--- src/core/u2ub_pkg.sv ---
/*
  Shared constants and types of the serial bridge core: register map,
  field positions, reset values, reference-clock figures and state codes.
  Assumes a single 100 MHz bus clock and a 32-bit APB register bus.
*/
package u2ub_pkg;

	// Clocks, in MHz and Hz
	localparam logic [7:0]  CLK_MHZ   = 8'h64;
	localparam logic [7:0]  REF_MHZ   = 8'h0C;
	localparam logic [23:0] REF_HZ    = 24'hB71B00;

	// Line coding reset values and fixed frame
	localparam logic [31:0] START_RATE = 32'h0000_4B00;
	localparam logic [23:0] START_DIV  = 24'(REF_HZ / START_RATE);
	localparam logic [7:0]  DATA_BITS  = 8'h08;
	localparam logic [7:0]  PARITY_NONE = 8'h00;
	localparam logic [7:0]  STOP_ONE   = 8'h00;
	localparam logic [31:0] FMT_WORD   = {8'h00, DATA_BITS, PARITY_NONE, STOP_ONE};

	// Buffers
	localparam int          FIFO_DEPTH = 64;
	localparam logic [6:0]  FIFO_FULL  = 7'h40;
	localparam logic [6:0]  RTS_TRIP   = 7'h3F;
	localparam logic [6:0]  LAST_SLOT  = 7'h3F;

	// Register byte offsets
	localparam logic [7:0] OFS_CTRL    = 8'h00;
	localparam logic [7:0] OFS_USB_EVT = 8'h04;
	localparam logic [7:0] OFS_RATE    = 8'h08;
	localparam logic [7:0] OFS_FMT     = 8'h0C;
	localparam logic [7:0] OFS_DIV     = 8'h10;
	localparam logic [7:0] OFS_TXDATA  = 8'h14;
	localparam logic [7:0] OFS_RXDATA  = 8'h18;
	localparam logic [7:0] OFS_STATUS  = 8'h1C;
	localparam logic [7:0] OFS_IDENT   = 8'h20;

	// Field positions
	localparam int B_FLOW_EN   = 0;
	localparam int B_EV_SUSP   = 0;
	localparam int B_EV_RESUME = 1;
	localparam int B_EV_BUSRST = 2;
	localparam int B_EV_WAKE   = 3;
	localparam int B_RX_VALID  = 8;
	localparam int B_ST_SUSP   = 16;
	localparam int B_ST_BUSY   = 17;
	localparam int B_ST_CTS    = 18;
	localparam int B_ST_RTS    = 19;
	localparam int B_ST_TXDROP = 20;
	localparam int B_ST_RXOVF  = 21;
	localparam logic [1:0] IFACE_COUNT = 2'h2;

	typedef enum logic [1:0] {
		TX_IDLE  = 2'h0,
		TX_START = 2'h1,
		TX_DATA  = 2'h3,
		TX_STOP  = 2'h2
	} u2ub_tx_st_t;

	typedef enum logic [1:0] {
		RX_IDLE  = 2'h0,
		RX_START = 2'h1,
		RX_DATA  = 2'h3,
		RX_STOP  = 2'h2
	} u2ub_rx_st_t;

endpackage

--- src/core/u2ub_core.sv ---
/*
  Serial bridge core: APB register face standing for the USB function's
  request path, 64-byte transmit and receive buffers, 8N1 UART with RTS/CTS.
  Assumes pclk at 100 MHz, presetn asynchronous active low, and rx / cts_n
  arriving asynchronously from the serial peer.
*/
// What this block does
// - Presents two functions after reset: control/configuration and serial data.
// - Configuration changes only through host requests, never from serial data.
// - One controller moves data both ways and services host requests.
// - Control function carries configuration and identity; serial function carries data only.
// - Frame fixed at 8N1; rate defaults to 19200 unless a start rate replaces it.
// - Line coding read returns settings; set changes only the baud rate.
// - Divisor is integer 12 MHz over requested rate, clamped to at least 1.
// - Primary rates 300 to 19200 exact, higher ones approximated.
// - Any nonzero requested rate written while the divider is idle is accepted through the same division.
// - Two 64-byte buffers, one per direction.
// - RTS output is active low, low while fewer than 63 characters are buffered.
// - RTS goes high once 63 unread characters are buffered.
// - CTS is sampled before each character starts; high holds the character.
// - A started character always completes whatever CTS does.
// - Full receive buffer keeps its pointer; new data overwrites the last entry.
// - RTS/CTS handshake is selectable and applies only when enabled.
// - Suspend is entered when bus suspend is detected with no exit event in the same request.
// - Suspend ends on resume, wake, bus reset or device reset.
// - Vendor and product identifiers live in writable on-chip storage.
// - A 12 MHz reference tick drives bit timing and is the divisor numerator.
`timescale 1ns/1ps
module u2ub_core
	import u2ub_pkg::*;
#(
	parameter logic [31:0] START_RATE_P = START_RATE,
	parameter logic [15:0] VENDOR_ID    = 16'h1234,  // Arbitrary value
	parameter logic [15:0] PRODUCT_ID   = 16'h5678   // Arbitrary value
) (
	// Clock and reset
	input  wire logic        pclk,
	input  wire logic        presetn,
	// APB slave
	input  wire logic        psel,
	input  wire logic        penable,
	input  wire logic        pwrite,
	input  wire logic [7:0]  paddr,
	input  wire logic [31:0] pwdata,
	output logic [31:0]      prdata,
	output logic             pready,
	output logic             pslverr,
	// Serial port
	input  wire logic        rx,
	output logic             tx,
	input  wire logic        cts_n,
	output logic             rts_n
);

	typedef struct packed {
		logic              pready;
		logic              pslverr;
		logic [31:0]       prdata;
		logic              flow_en;
		logic              suspended;
		logic [31:0]       rate;
		logic [23:0]       div;
		logic [31:0]       ident;
		logic              div_busy;
		logic [4:0]        div_step;
		logic [23:0]       quo;
		logic [32:0]       rem;
		logic [31:0]       req_rate;
		logic [7:0]        ref_acc;
		logic              ref_tick;
		logic [63:0][7:0]  txm;
		logic [5:0]        tx_rd;
		logic [6:0]        tx_cnt;
		logic [63:0][7:0]  rxm;
		logic [5:0]        rx_rd;
		logic [6:0]        rx_cnt;
		u2ub_tx_st_t       tx_st;
		logic [23:0]       tx_bc;
		logic [2:0]        tx_bit;
		logic [7:0]        tx_sh;
		logic              txd;
		u2ub_rx_st_t       rx_st;
		logic [23:0]       rx_bc;
		logic [2:0]        rx_bit;
		logic [7:0]        rx_sh;
		logic [2:0]        rx_sync;
		logic [1:0]        cts_sync;
		logic              rts_n;
		logic              tx_drop;
		logic              rx_ovf;
	} u2ub_state_t;

	u2ub_state_t s_q;
	u2ub_state_t s_d;

	function automatic logic [5:0] ring_idx(input logic [5:0] base, input logic [6:0] off);
		return base + off[5:0];
	endfunction

	function automatic logic [6:0] cnt_next(input logic [6:0] c, input logic inc,
			input logic dec);
		return c + {6'h00, inc} - {6'h00, dec};
	endfunction

	always_comb begin
		logic [7:0]  acc_sum;
		logic [32:0] rem_sh;
		logic        access;
		logic        commit;
		logic        tx_push;
		logic        tx_pop;
		logic        rx_push;
		logic        rx_pop;
		logic        cts_clear;
		acc_sum   = '0;
		rem_sh    = '0;
		tx_push   = 1'b0;
		tx_pop    = 1'b0;
		rx_push   = 1'b0;
		rx_pop    = 1'b0;
		s_d       = s_q;
		access    = psel & penable;
		commit    = access & s_q.pready;
		cts_clear = ~s_q.flow_en | ~s_q.cts_sync[1];

		// Synchronisers: stage 0 feeds stage 1 only
		s_d.rx_sync  = {s_q.rx_sync[1:0], rx};
		s_d.cts_sync = {s_q.cts_sync[0], cts_n};

		// Fractional 12 MHz tick from 100 MHz: 12 ticks per 100 cycles
		acc_sum = s_q.ref_acc + REF_MHZ;
		s_d.ref_tick = 1'b0;
		if (acc_sum >= CLK_MHZ) begin
			s_d.ref_acc  = acc_sum - CLK_MHZ;
			s_d.ref_tick = 1'b1;
		end else begin
			s_d.ref_acc = acc_sum;
		end

		// APB: one wait state, answer registered from the first access cycle
		s_d.pready  = access & ~s_q.pready;
		s_d.pslverr = 1'b0;
		if (access & ~s_q.pready) begin
			s_d.prdata = '0;
			case (paddr)
				OFS_CTRL:    s_d.prdata[B_FLOW_EN] = s_q.flow_en;
				OFS_USB_EVT: s_d.prdata[B_EV_SUSP] = s_q.suspended;
				OFS_RATE:    s_d.prdata = s_q.rate;
				OFS_FMT:     s_d.prdata = FMT_WORD;
				OFS_DIV:     s_d.prdata = {8'h00, s_q.div};
				OFS_TXDATA:  s_d.prdata = '0;
				OFS_RXDATA: begin
					s_d.prdata[7:0]        = s_q.rxm[s_q.rx_rd];
					s_d.prdata[B_RX_VALID] = (s_q.rx_cnt != '0);
				end
				OFS_STATUS: begin
					s_d.prdata[6:0]         = s_q.tx_cnt;
					s_d.prdata[14:8]        = s_q.rx_cnt;
					s_d.prdata[B_ST_SUSP]   = s_q.suspended;
					s_d.prdata[B_ST_BUSY]   = s_q.div_busy;
					s_d.prdata[B_ST_CTS]    = s_q.cts_sync[1];
					s_d.prdata[B_ST_RTS]    = s_q.rts_n;
					s_d.prdata[B_ST_TXDROP] = s_q.tx_drop;
					s_d.prdata[B_ST_RXOVF]  = s_q.rx_ovf;
					s_d.prdata[25:24]       = IFACE_COUNT;
				end
				OFS_IDENT:   s_d.prdata = s_q.ident;
				default:     s_d.pslverr = 1'b1;
			endcase
		end

		// Host requests take effect at the completing edge
		if (commit) begin
			case (paddr)
				OFS_CTRL: if (pwrite) s_d.flow_en = pwdata[B_FLOW_EN];
				OFS_USB_EVT: if (pwrite) begin
					if (pwdata[B_EV_SUSP])
						s_d.suspended = 1'b1;
					if (pwdata[B_EV_RESUME] | pwdata[B_EV_BUSRST] | pwdata[B_EV_WAKE])
						s_d.suspended = 1'b0;
				end
				OFS_RATE: if (pwrite && !s_q.div_busy && pwdata != '0) begin
					s_d.div_busy = 1'b1;
					s_d.req_rate = pwdata;
					s_d.div_step = 5'h17;
					s_d.quo      = '0;
					s_d.rem      = '0;
				end
				OFS_TXDATA: if (pwrite) begin
					if (s_q.tx_cnt != FIFO_FULL) begin
						tx_push = 1'b1;
						s_d.txm[ring_idx(s_q.tx_rd, s_q.tx_cnt)] = pwdata[7:0];
					end else begin
						s_d.tx_drop = 1'b1;
					end
				end
				OFS_RXDATA: if (!pwrite && s_q.rx_cnt != '0) rx_pop = 1'b1;
				OFS_STATUS: if (pwrite) begin
					if (pwdata[B_ST_TXDROP]) s_d.tx_drop = 1'b0;
					if (pwdata[B_ST_RXOVF])  s_d.rx_ovf = 1'b0;
				end
				OFS_IDENT: if (pwrite) s_d.ident = pwdata;
				default: ;
			endcase
		end

		// Restoring divider: quotient of 12 MHz by the requested rate
		if (s_q.div_busy) begin
			rem_sh = {s_q.rem[31:0], REF_HZ[s_q.div_step]};
			if (rem_sh >= {1'b0, s_q.req_rate}) begin
				s_d.rem = rem_sh - {1'b0, s_q.req_rate};
				s_d.quo[s_q.div_step] = 1'b1;
			end else begin
				s_d.rem = rem_sh;
			end
			s_d.div_step = s_q.div_step - 5'h01;
			if (s_q.div_step == '0) begin
				s_d.div_busy = 1'b0;
				// Rates above the reference clamp to one tick per bit
				s_d.div  = (s_d.quo == '0) ? 24'h000001 : s_d.quo;
				s_d.rate = s_q.req_rate;
			end
		end

		// Transmitter
		case (s_q.tx_st)
			TX_IDLE: begin
				s_d.txd = 1'b1;
				if (s_q.tx_cnt != '0 && cts_clear) begin
					tx_pop    = 1'b1;
					s_d.tx_sh = s_q.txm[s_q.tx_rd];
					s_d.tx_rd = s_q.tx_rd + 6'h01;
					s_d.tx_bc = s_q.div - 24'h000001;
					s_d.txd   = 1'b0;
					s_d.tx_st = TX_START;
				end
			end
			TX_START, TX_DATA: if (s_q.ref_tick) begin
				// CTS is not looked at here, so a started character completes
				if (s_q.tx_bc != '0) begin
					s_d.tx_bc = s_q.tx_bc - 24'h000001;
				end else begin
					s_d.tx_bc = s_q.div - 24'h000001;
					if (s_q.tx_st == TX_DATA && s_q.tx_bit == 3'h7) begin
						s_d.txd   = 1'b1;
						s_d.tx_st = TX_STOP;
					end else begin
						s_d.txd    = s_q.tx_sh[0];
						s_d.tx_sh  = {1'b0, s_q.tx_sh[7:1]};
						s_d.tx_bit = (s_q.tx_st == TX_DATA) ? s_q.tx_bit + 3'h1 : 3'h0;
						s_d.tx_st  = TX_DATA;
					end
				end
			end
			TX_STOP: if (s_q.ref_tick) begin
				if (s_q.tx_bc != '0) s_d.tx_bc = s_q.tx_bc - 24'h000001;
				else s_d.tx_st = TX_IDLE;
			end
			default: s_d.tx_st = TX_IDLE;
		endcase

		// Receiver
		case (s_q.rx_st)
			RX_IDLE: if (s_q.rx_sync[2] && !s_q.rx_sync[1]) begin
				s_d.rx_bc = {1'b0, s_q.div[23:1]};
				s_d.rx_st = RX_START;
			end
			RX_START: if (s_q.ref_tick) begin
				if (s_q.rx_bc != '0) begin
					s_d.rx_bc = s_q.rx_bc - 24'h000001;
				end else begin
					// A glitch shorter than half a bit is not a start bit
					s_d.rx_st  = s_q.rx_sync[1] ? RX_IDLE : RX_DATA;
					s_d.rx_bc  = s_q.div - 24'h000001;
					s_d.rx_bit = 3'h0;
				end
			end
			RX_DATA: if (s_q.ref_tick) begin
				if (s_q.rx_bc != '0) begin
					s_d.rx_bc = s_q.rx_bc - 24'h000001;
				end else begin
					s_d.rx_sh  = {s_q.rx_sync[1], s_q.rx_sh[7:1]};
					s_d.rx_bc  = s_q.div - 24'h000001;
					s_d.rx_bit = s_q.rx_bit + 3'h1;
					if (s_q.rx_bit == 3'h7) s_d.rx_st = RX_STOP;
				end
			end
			RX_STOP: if (s_q.ref_tick) begin
				if (s_q.rx_bc != '0) begin
					s_d.rx_bc = s_q.rx_bc - 24'h000001;
				end else begin
					s_d.rx_st = RX_IDLE;
					// Serial data only ever lands in the buffer
					rx_push = s_q.rx_sync[1];
				end
			end
			default: s_d.rx_st = RX_IDLE;
		endcase

		if (rx_push) begin
			if (s_q.rx_cnt != FIFO_FULL) begin
				s_d.rxm[ring_idx(s_q.rx_rd, s_q.rx_cnt)] = s_q.rx_sh;
			end else begin
				// Pointer frozen, last slot reused
				s_d.rxm[ring_idx(s_q.rx_rd, LAST_SLOT)] = s_q.rx_sh;
				s_d.rx_ovf = 1'b1;
			end
		end
		if (rx_pop) s_d.rx_rd = s_q.rx_rd + 6'h01;
		s_d.rx_cnt = cnt_next(s_q.rx_cnt, rx_push && s_q.rx_cnt != FIFO_FULL, rx_pop);
		s_d.tx_cnt = cnt_next(s_q.tx_cnt, tx_push, tx_pop);

		// Next-state enable, so rts_n never lags a change of the control bit
		s_d.rts_n = s_d.flow_en & (s_d.rx_cnt >= RTS_TRIP);
	end

	always_ff @(posedge pclk or negedge presetn) begin
		if (!presetn) begin
			s_q           <= '0;
			s_q.rate      <= START_RATE_P;
			s_q.div       <= 24'(REF_HZ / START_RATE_P);
			s_q.ident     <= {VENDOR_ID, PRODUCT_ID};
			s_q.txd       <= 1'b1;
			s_q.rx_sync   <= 3'h7;
			s_q.cts_sync  <= 2'h3;
		end else begin
			s_q <= s_d;
		end
	end

	assign prdata  = s_q.prdata;
	assign pready  = s_q.pready;
	assign pslverr = s_q.pslverr;
	assign tx      = s_q.txd;
	assign rts_n   = s_q.rts_n;

	// Checks
	logic apb_commit;
	assign apb_commit = psel & penable & s_q.pready;

	chk_rts_trip: assert property (@(posedge pclk) disable iff (!presetn)
		s_q.flow_en && s_q.rx_cnt >= RTS_TRIP |-> s_q.rts_n)
		else $error("rts_n low with 63 or more characters buffered");
	chk_rts_ready: assert property (@(posedge pclk) disable iff (!presetn)
		s_q.rx_cnt < RTS_TRIP |-> !s_q.rts_n)
		else $error("rts_n high while receive space remains");
	chk_cts_hold: assert property (@(posedge pclk) disable iff (!presetn)
		s_q.tx_st == TX_IDLE && s_q.flow_en && s_q.cts_sync[1] |=> s_q.tx_st == TX_IDLE)
		else $error("character started while cts_n high");
	chk_tx_complete: assert property (@(posedge pclk) disable iff (!presetn)
		s_q.tx_st == TX_START |=> s_q.tx_st != TX_IDLE)
		else $error("started character abandoned");
	chk_rx_full_hold: assert property (@(posedge pclk) disable iff (!presetn)
		s_q.rx_cnt == FIFO_FULL && !apb_commit |=> s_q.rx_cnt == FIFO_FULL && $stable(s_q.rx_rd))
		else $error("full receive buffer pointer moved");
	chk_div_result: assert property (@(posedge pclk) disable iff (!presetn)
		$fell(s_q.div_busy) |-> s_q.div == ((REF_HZ / s_q.rate == 0) ? 24'h000001
			: 24'(REF_HZ / s_q.rate)))
		else $error("divisor differs from reference over rate");
	chk_fmt_fixed: assert property (@(posedge pclk) disable iff (!presetn)
		apb_commit && paddr == OFS_FMT |-> prdata == FMT_WORD)
		else $error("line format not 8N1");
	chk_resume_exit: assert property (@(posedge pclk) disable iff (!presetn)
		apb_commit && pwrite && paddr == OFS_USB_EVT && pwdata[B_EV_RESUME] |=> !s_q.suspended)
		else $error("suspend not left on resume");
	chk_start_bit: assert property (@(posedge pclk) disable iff (!presetn)
		s_q.tx_st == TX_IDLE ##1 s_q.tx_st == TX_START |-> !tx ##1 !tx)
		else $error("start bit not low");
	chk_apb_wait: assert property (@(posedge pclk) disable iff (!presetn)
		psel && penable && !pready |=> pready)
		else $error("APB answer later than one wait state");

	cov_tx_char: cover property (@(posedge pclk) disable iff (!presetn)
		s_q.tx_st == TX_STOP ##1 s_q.tx_st == TX_IDLE);
	cov_rx_overflow: cover property (@(posedge pclk) disable iff (!presetn)
		$rose(s_q.rx_ovf));
	cov_rate_change: cover property (@(posedge pclk) disable iff (!presetn)
		$fell(s_q.div_busy));
	cov_cts_stall: cover property (@(posedge pclk) disable iff (!presetn)
		s_q.tx_st == TX_IDLE && s_q.tx_cnt != '0 && s_q.flow_en && s_q.cts_sync[1]);

endmodule

--- config.mk ---
export PLATFORM = sky130hd
export DESIGN_NAME = u2ub_core
export DESIGN_NICKNAME = d
export VERILOG_FILES = /design/src/core/u2ub_pkg.sv /design/src/core/u2ub_core.sv
export SDC_FILE = /design/constraint.sdc
export NUM_CORES = 2
export LEC_CHECK = 0
export BUFFER_PORTS_ARGS = -buffer_cell sky130_fd_sc_hd__buf_4
export CORE_MARGIN = 2
export CORE_UTILIZATION = 55
export CTS_BUF_LIST = sky130_fd_sc_hd__clkbuf_2
export DETAILED_ROUTE_END_ITERATION = 8
export PLACE_DENSITY = 0.74
export SLEW_MARGIN = 20
export SYNTH_ARGS = -nofsm -noshare
export SYNTH_HDL_FRONTEND = slang
export SYNTH_SLANG_ARGS = --single-unit
--- constraint.sdc ---
create_clock -name pclk -period 4.4 [get_ports pclk]
set_input_delay 0.66 -clock pclk [delete_from_list [all_inputs] [get_ports pclk]]
set_output_delay 0.66 -clock pclk [all_outputs]
set_load 0.005 [all_outputs]
## After elaboration in Yosys (flattened, before gate mapping)

Memories as Yosys holds them, arrays and structs flattened.
Index checks and enable logic that the tools add are counted.

| word-level totals | value |
|---|---|
| output and inout port bits | 36 |
| flip-flop bits (word level) | 1,360 |
| logic and storage cells | 394 |
| memories kept | 1 |
| input bits | 47 |
| bits in read-only memories | 32 |

| operators by class | value |
|---|---|
| eq/ne operators | 38 |
| bitwise operators | 14 |
| multiplexer cells | 99 |
| add/sub/neg operators | 18 |
| magnitude comparators | 13 |
| reductions and logical operators | 50 |

Memories:

| memory | depth | width | read ports | clocked after memory_dff | write ports | line | RTL |
|---|---|---|---|---|---|---|---|
| (no name shown) | 32 | 1 | 1 | 0 | 0 | u2ub_core.sv:209 | `rem_sh = {s_q.rem[31:0], REF_HZ[s_q.div_step]};` |

Operators by type and width:

| operator | count |
|---|---|
| $bwmux W512 | 3 |
| $mux W512 | 1 |
| $mux W95 | 3 |
| $mux W24 | 7 |
| $demux W8 S6 | 3 |
| $mux W26 | 4 |
| $pmux W26 S4 | 1 |
| $bmux W8 S6 | 2 |
| $pmux W26 S3 | 1 |
| $sub A24 B1 Y24 const B | 3 |
| $mux W33 | 2 |
| $mux W63 | 1 |
| $pmux W6 S5 | 2 |
| $mux W8 | 6 |
| $reduce_bool A24 Y1 | 2 |
| $ne A2 B2 Y1 const B | 20 |
| $mux W38 | 1 |
| $mux W37 | 1 |
| $lt A6 B7 Y1 const B | 5 |
| $ge A33 B32 Y1 | 1 |
| $mux W1 | 33 |
| $sub A33 B32 Y33 | 1 |
| $eq A8 B5 Y1 const B | 4 |
| $reduce_bool A32 Y1 | 1 |
| other kinds (58) | 124 |

## Logic depth before layout (Yosys ltp)

| depth | value |
|---|---|
| depth after elaboration | 11 |
| mapped depth | 20 |
| mapped depth without buffers | 19 |

## Worst setup path after synthesis

No wires, ideal clock.

| timing | value |
|---|---|
| path type | input port to flip-flop |
| start | input paddr[5] |
| end | register s_q, in the netlist rts_n |
| stages on the path | 18 |
| path buffers | 0 |
| path slack | 0.157 ns |
| library setup time | 0.119 ns |
| arrival time | 4.124 ns |
| data required time | 4.281 ns |
| cells stage by stage | nor4b_1 -> nand2_1 -> nor2_1 -> o21ai_0 -> nor3_1 -> ha_1 -> inv_1 -> ha_1 -> inv_1 -> fa_1 -> inv_1 -> a21oi_1 -> nor2_1 -> o21ai_0 -> a21oi_1 -> nor2_1 -> xnor2_1 -> o21a_1 |

RTL lines:

| what | line | RTL |
|---|---|---|
| from (decl) | u2ub_core.sv:43 | `input wire logic [7:0] paddr,` |
| to (decl) | u2ub_core.sv:93 | `u2ub_state_t s_q;` |

## Worst setup path after layout

| timing | value |
|---|---|
| start | input paddr[7] |
| end | register s_q[709] (netlist bit) |

| between the ends | value |
|---|---|
| cells in the longest elaborated chain, start to end | 2 |

RTL lines:

| what | line | RTL |
|---|---|---|
| $eq A8 B5 Y1 | u2ub_core.sv:174 | `case (paddr)` |
| $reduce_and A4 Y1 (no source line) | n/a |  |

No other way between the ends.
A chain may end at the register's enable or synchronous reset.

==> results.toml <==
[setup_path]
worst-path-max-fanout = 8
worst_ep_required_time_ps = 5900
critPathLaunchType = "input port"
crit_arrival_ps = 5820
crit_type = "in -> reg"
crit_path_end_kind = "flip-flop"

[timing]
hold_viol_final = 0
period_needed_ps = 4330
fin_skew_ps = 129
worst_slew_pin_slew_ps = 1130
fmax_mhz = 231
setup_tns_ps = 0
fin_crit_sh_pct = 98.3
whs_ps = 240
maxSlewViolCount = 0
rsz0062_at_grt = "no"
maxSlewHeadroom_pct = 24.8
setup_viol = 0

[global_routing]
track_usage_pct = 29.6
met1_usage_pct = 41.1
grt_pass1_vias = 50420
grt_antenna_before_repair = 4
grt_util_met3_pct = 6.99
grt.overflow.total = 0
top_usage_layer = "met2"
grt_max_degree = 125
met2_usage_pct = 45.8
grt_pass1_wl_um = 289000

[clock_network]
tritoncts = "done"
cts_setup_buffers = 0
clkTransAtPathRegs_ps = 90
numCtsBuffers = 357
cts.sinks = 1358
cts-root-buf = "clkbuf_2"
clock_latency_ps = 1690
clk_path_buf_depth = 4
cts_max_level = 5

[die]
die_h_um = 353
die_area_um2 = 124000
ioPinCount = 83
num_rows = 127
fp.dieW_um = 353
coreArea_um2 = 120000
initial_utilization_pct = 55.6

[routing]
drt-initial-drc-count = 5901
antenna_left = 0
viasPerCell = 6.19
drc = 0
vias = 50559
totalWireLength_um = 183000
wl_per_cell_um = 22.4
firstDrtPassIters = 9

[placed_design]
globalplace.congestion = 0.943
io_buffers = 82
dp_hpwl_um = 120000

[layout]
syn_to_final_growth_pct = 10.4
final_common_cell = "dfrtp_1"
drive_gt1_share_pct = 28.9
mostFrequentLayoutCells = "dfrtp_1 (1314), nand2_1 (1267), o21ai_0 (662)"
nets = 6460

[pwr]
ir_drop_uv = 214
power_density_nw_per_um2 = 315
power_mw = 23.2
leakage_nw = 33.2

[synthesis]
synth_top_family_by_area = "multiplexers"
synth_xor_xnor_area_share_pct = 1.18
seq_area_frac_synth_pct = 50.8
synth_compound_area_share_pct = 9.85
synthAdderAreaFrac_pct = 1.61
synth_flop_cell = "dfrtp_1"
ys_ff_latch = 1358
synth_edf_count = 0
synth-simple-area-share_pct = 11.4
synth.area.mux_share_pct = 22.0
async_reset_ff_share_pct = 100
synthCells = 5962
yosys_warnings = 0
synth.distinct_cells = 85
synthesis.area_um2 = 66900
avgSynthCellArea_um2 = 11.2
synthesis.nets = 6092

[status]
outcome = "finished clean"

[flow_run]
drv_cap = 0

[hold_path]
hold_class = "in -> reg"
-- synth_stat cells (55+ instances only) --
master	instances	area share, %
a21oi_1	88	0.66
a22oi_1	80	0.90
clkbuf_1	319	1.8
dfrtp_1	1330	50
ha_1	78	1.5
inv_1	95	0.53
mux2_2	627	11
mux4_2	336	11
nand2_1	1267	7.1
nand3_1	107	0.80
nor2_1	202	1.1
nor3_1	55	0.41
o21ai_0	663	5.0
o21ai_1	72	0.54
-- metal layers --
metal	routed length [um]	up-vias	part of all wire (%)
met5	49	-	0.027
met4	6150	4	3.4
met3	16700	405	9.1
met2	85300	2496	47
met1	75200	25419	41
li1	-	22235	-
-- where the power goes --
part / internal [mW] / switching, mW
Clock: 3.19 / 5.15
Combinational: 0.664 / 1.37
Sequential: 12.6 / 0.224
-- worst paths after layout --
check,startpoint,end,slack [ps],cells after the start
worst max register to register,pready$_DFF_PN0_,s_q[709]$_DFFE_PN0P_,210,11
min in group asynchronous,presetn,s_q[382]$_DFFE_PN0P_,350,4
worst min-delay path,cts_n,s_d[4]$_DFF_PN1_,240,3
worst max-delay path,paddr[7],s_q[709]$_DFFE_PN0P_,70,14
worst min register to register,s_d[4]$_DFF_PN1_,s_q[4]$_DFF_PN1_,380,0
max in group asynchronous,presetn,s_q[626]$_DFFE_PN0P_,2830,6
-- sequential cells by signal (all words and copies together), names as in the netlist --
name / count
prdata: 32
pready: 1
pslverr: 1
rts_n: 1
s_d: 3
s_q: 1319
tx: 1
-- cell families after synthesis --
family | Yosys count
simple gates | 1808
flops | 1358
compound gates | 1134
mux | 975
buf+inv | 514
xor+xnor | 90
fa+ha+maj | 83
-- critical path, stage by stage --
cell           delay, ps
dlygate4sd3_1        540
buf_4                140
dlygate4sd3_1        590
nor4b_1              310
dlygate4sd3_1        630
buf_4                150
and3_1               340
dlygate4sd3_1        690
buf_4                170
and3_1               300
nand3_1              490
nor2_1               230
buf_4                230
mux2_2               350
-- metrics by stage --
stage	setup WS [ps]	instance area (um2)	utilization (%)	cells
floorplan	157	66900	-	5962
finish	74.7	73900	61.4	8174
CTS	386	73700	61.2	8140
detailed placement	444	69600	57.9	7445
global placement	455	69600	57.9	7444
global route	109	73900	61.4	8173
-- timing repair --
item,CTS,global route
hold buffers,110,0
endpoints found under the hold margin,2069,0
resized for setup,0,0
endpoints found under the setup margin,0,0
-- layout make-up --
cell class	count	area (um2)
diodes	6	15.0
clock buffers	513	2570
clock inverters	72	349
fillers	9328	46400
inverters	97	364
multi-input cells	4090	30900
flip-flops and latches	1358	34000
well taps	1612	2020
repair buffers	426	3660
No activity file was read; power rests on OpenSTA's default activity.
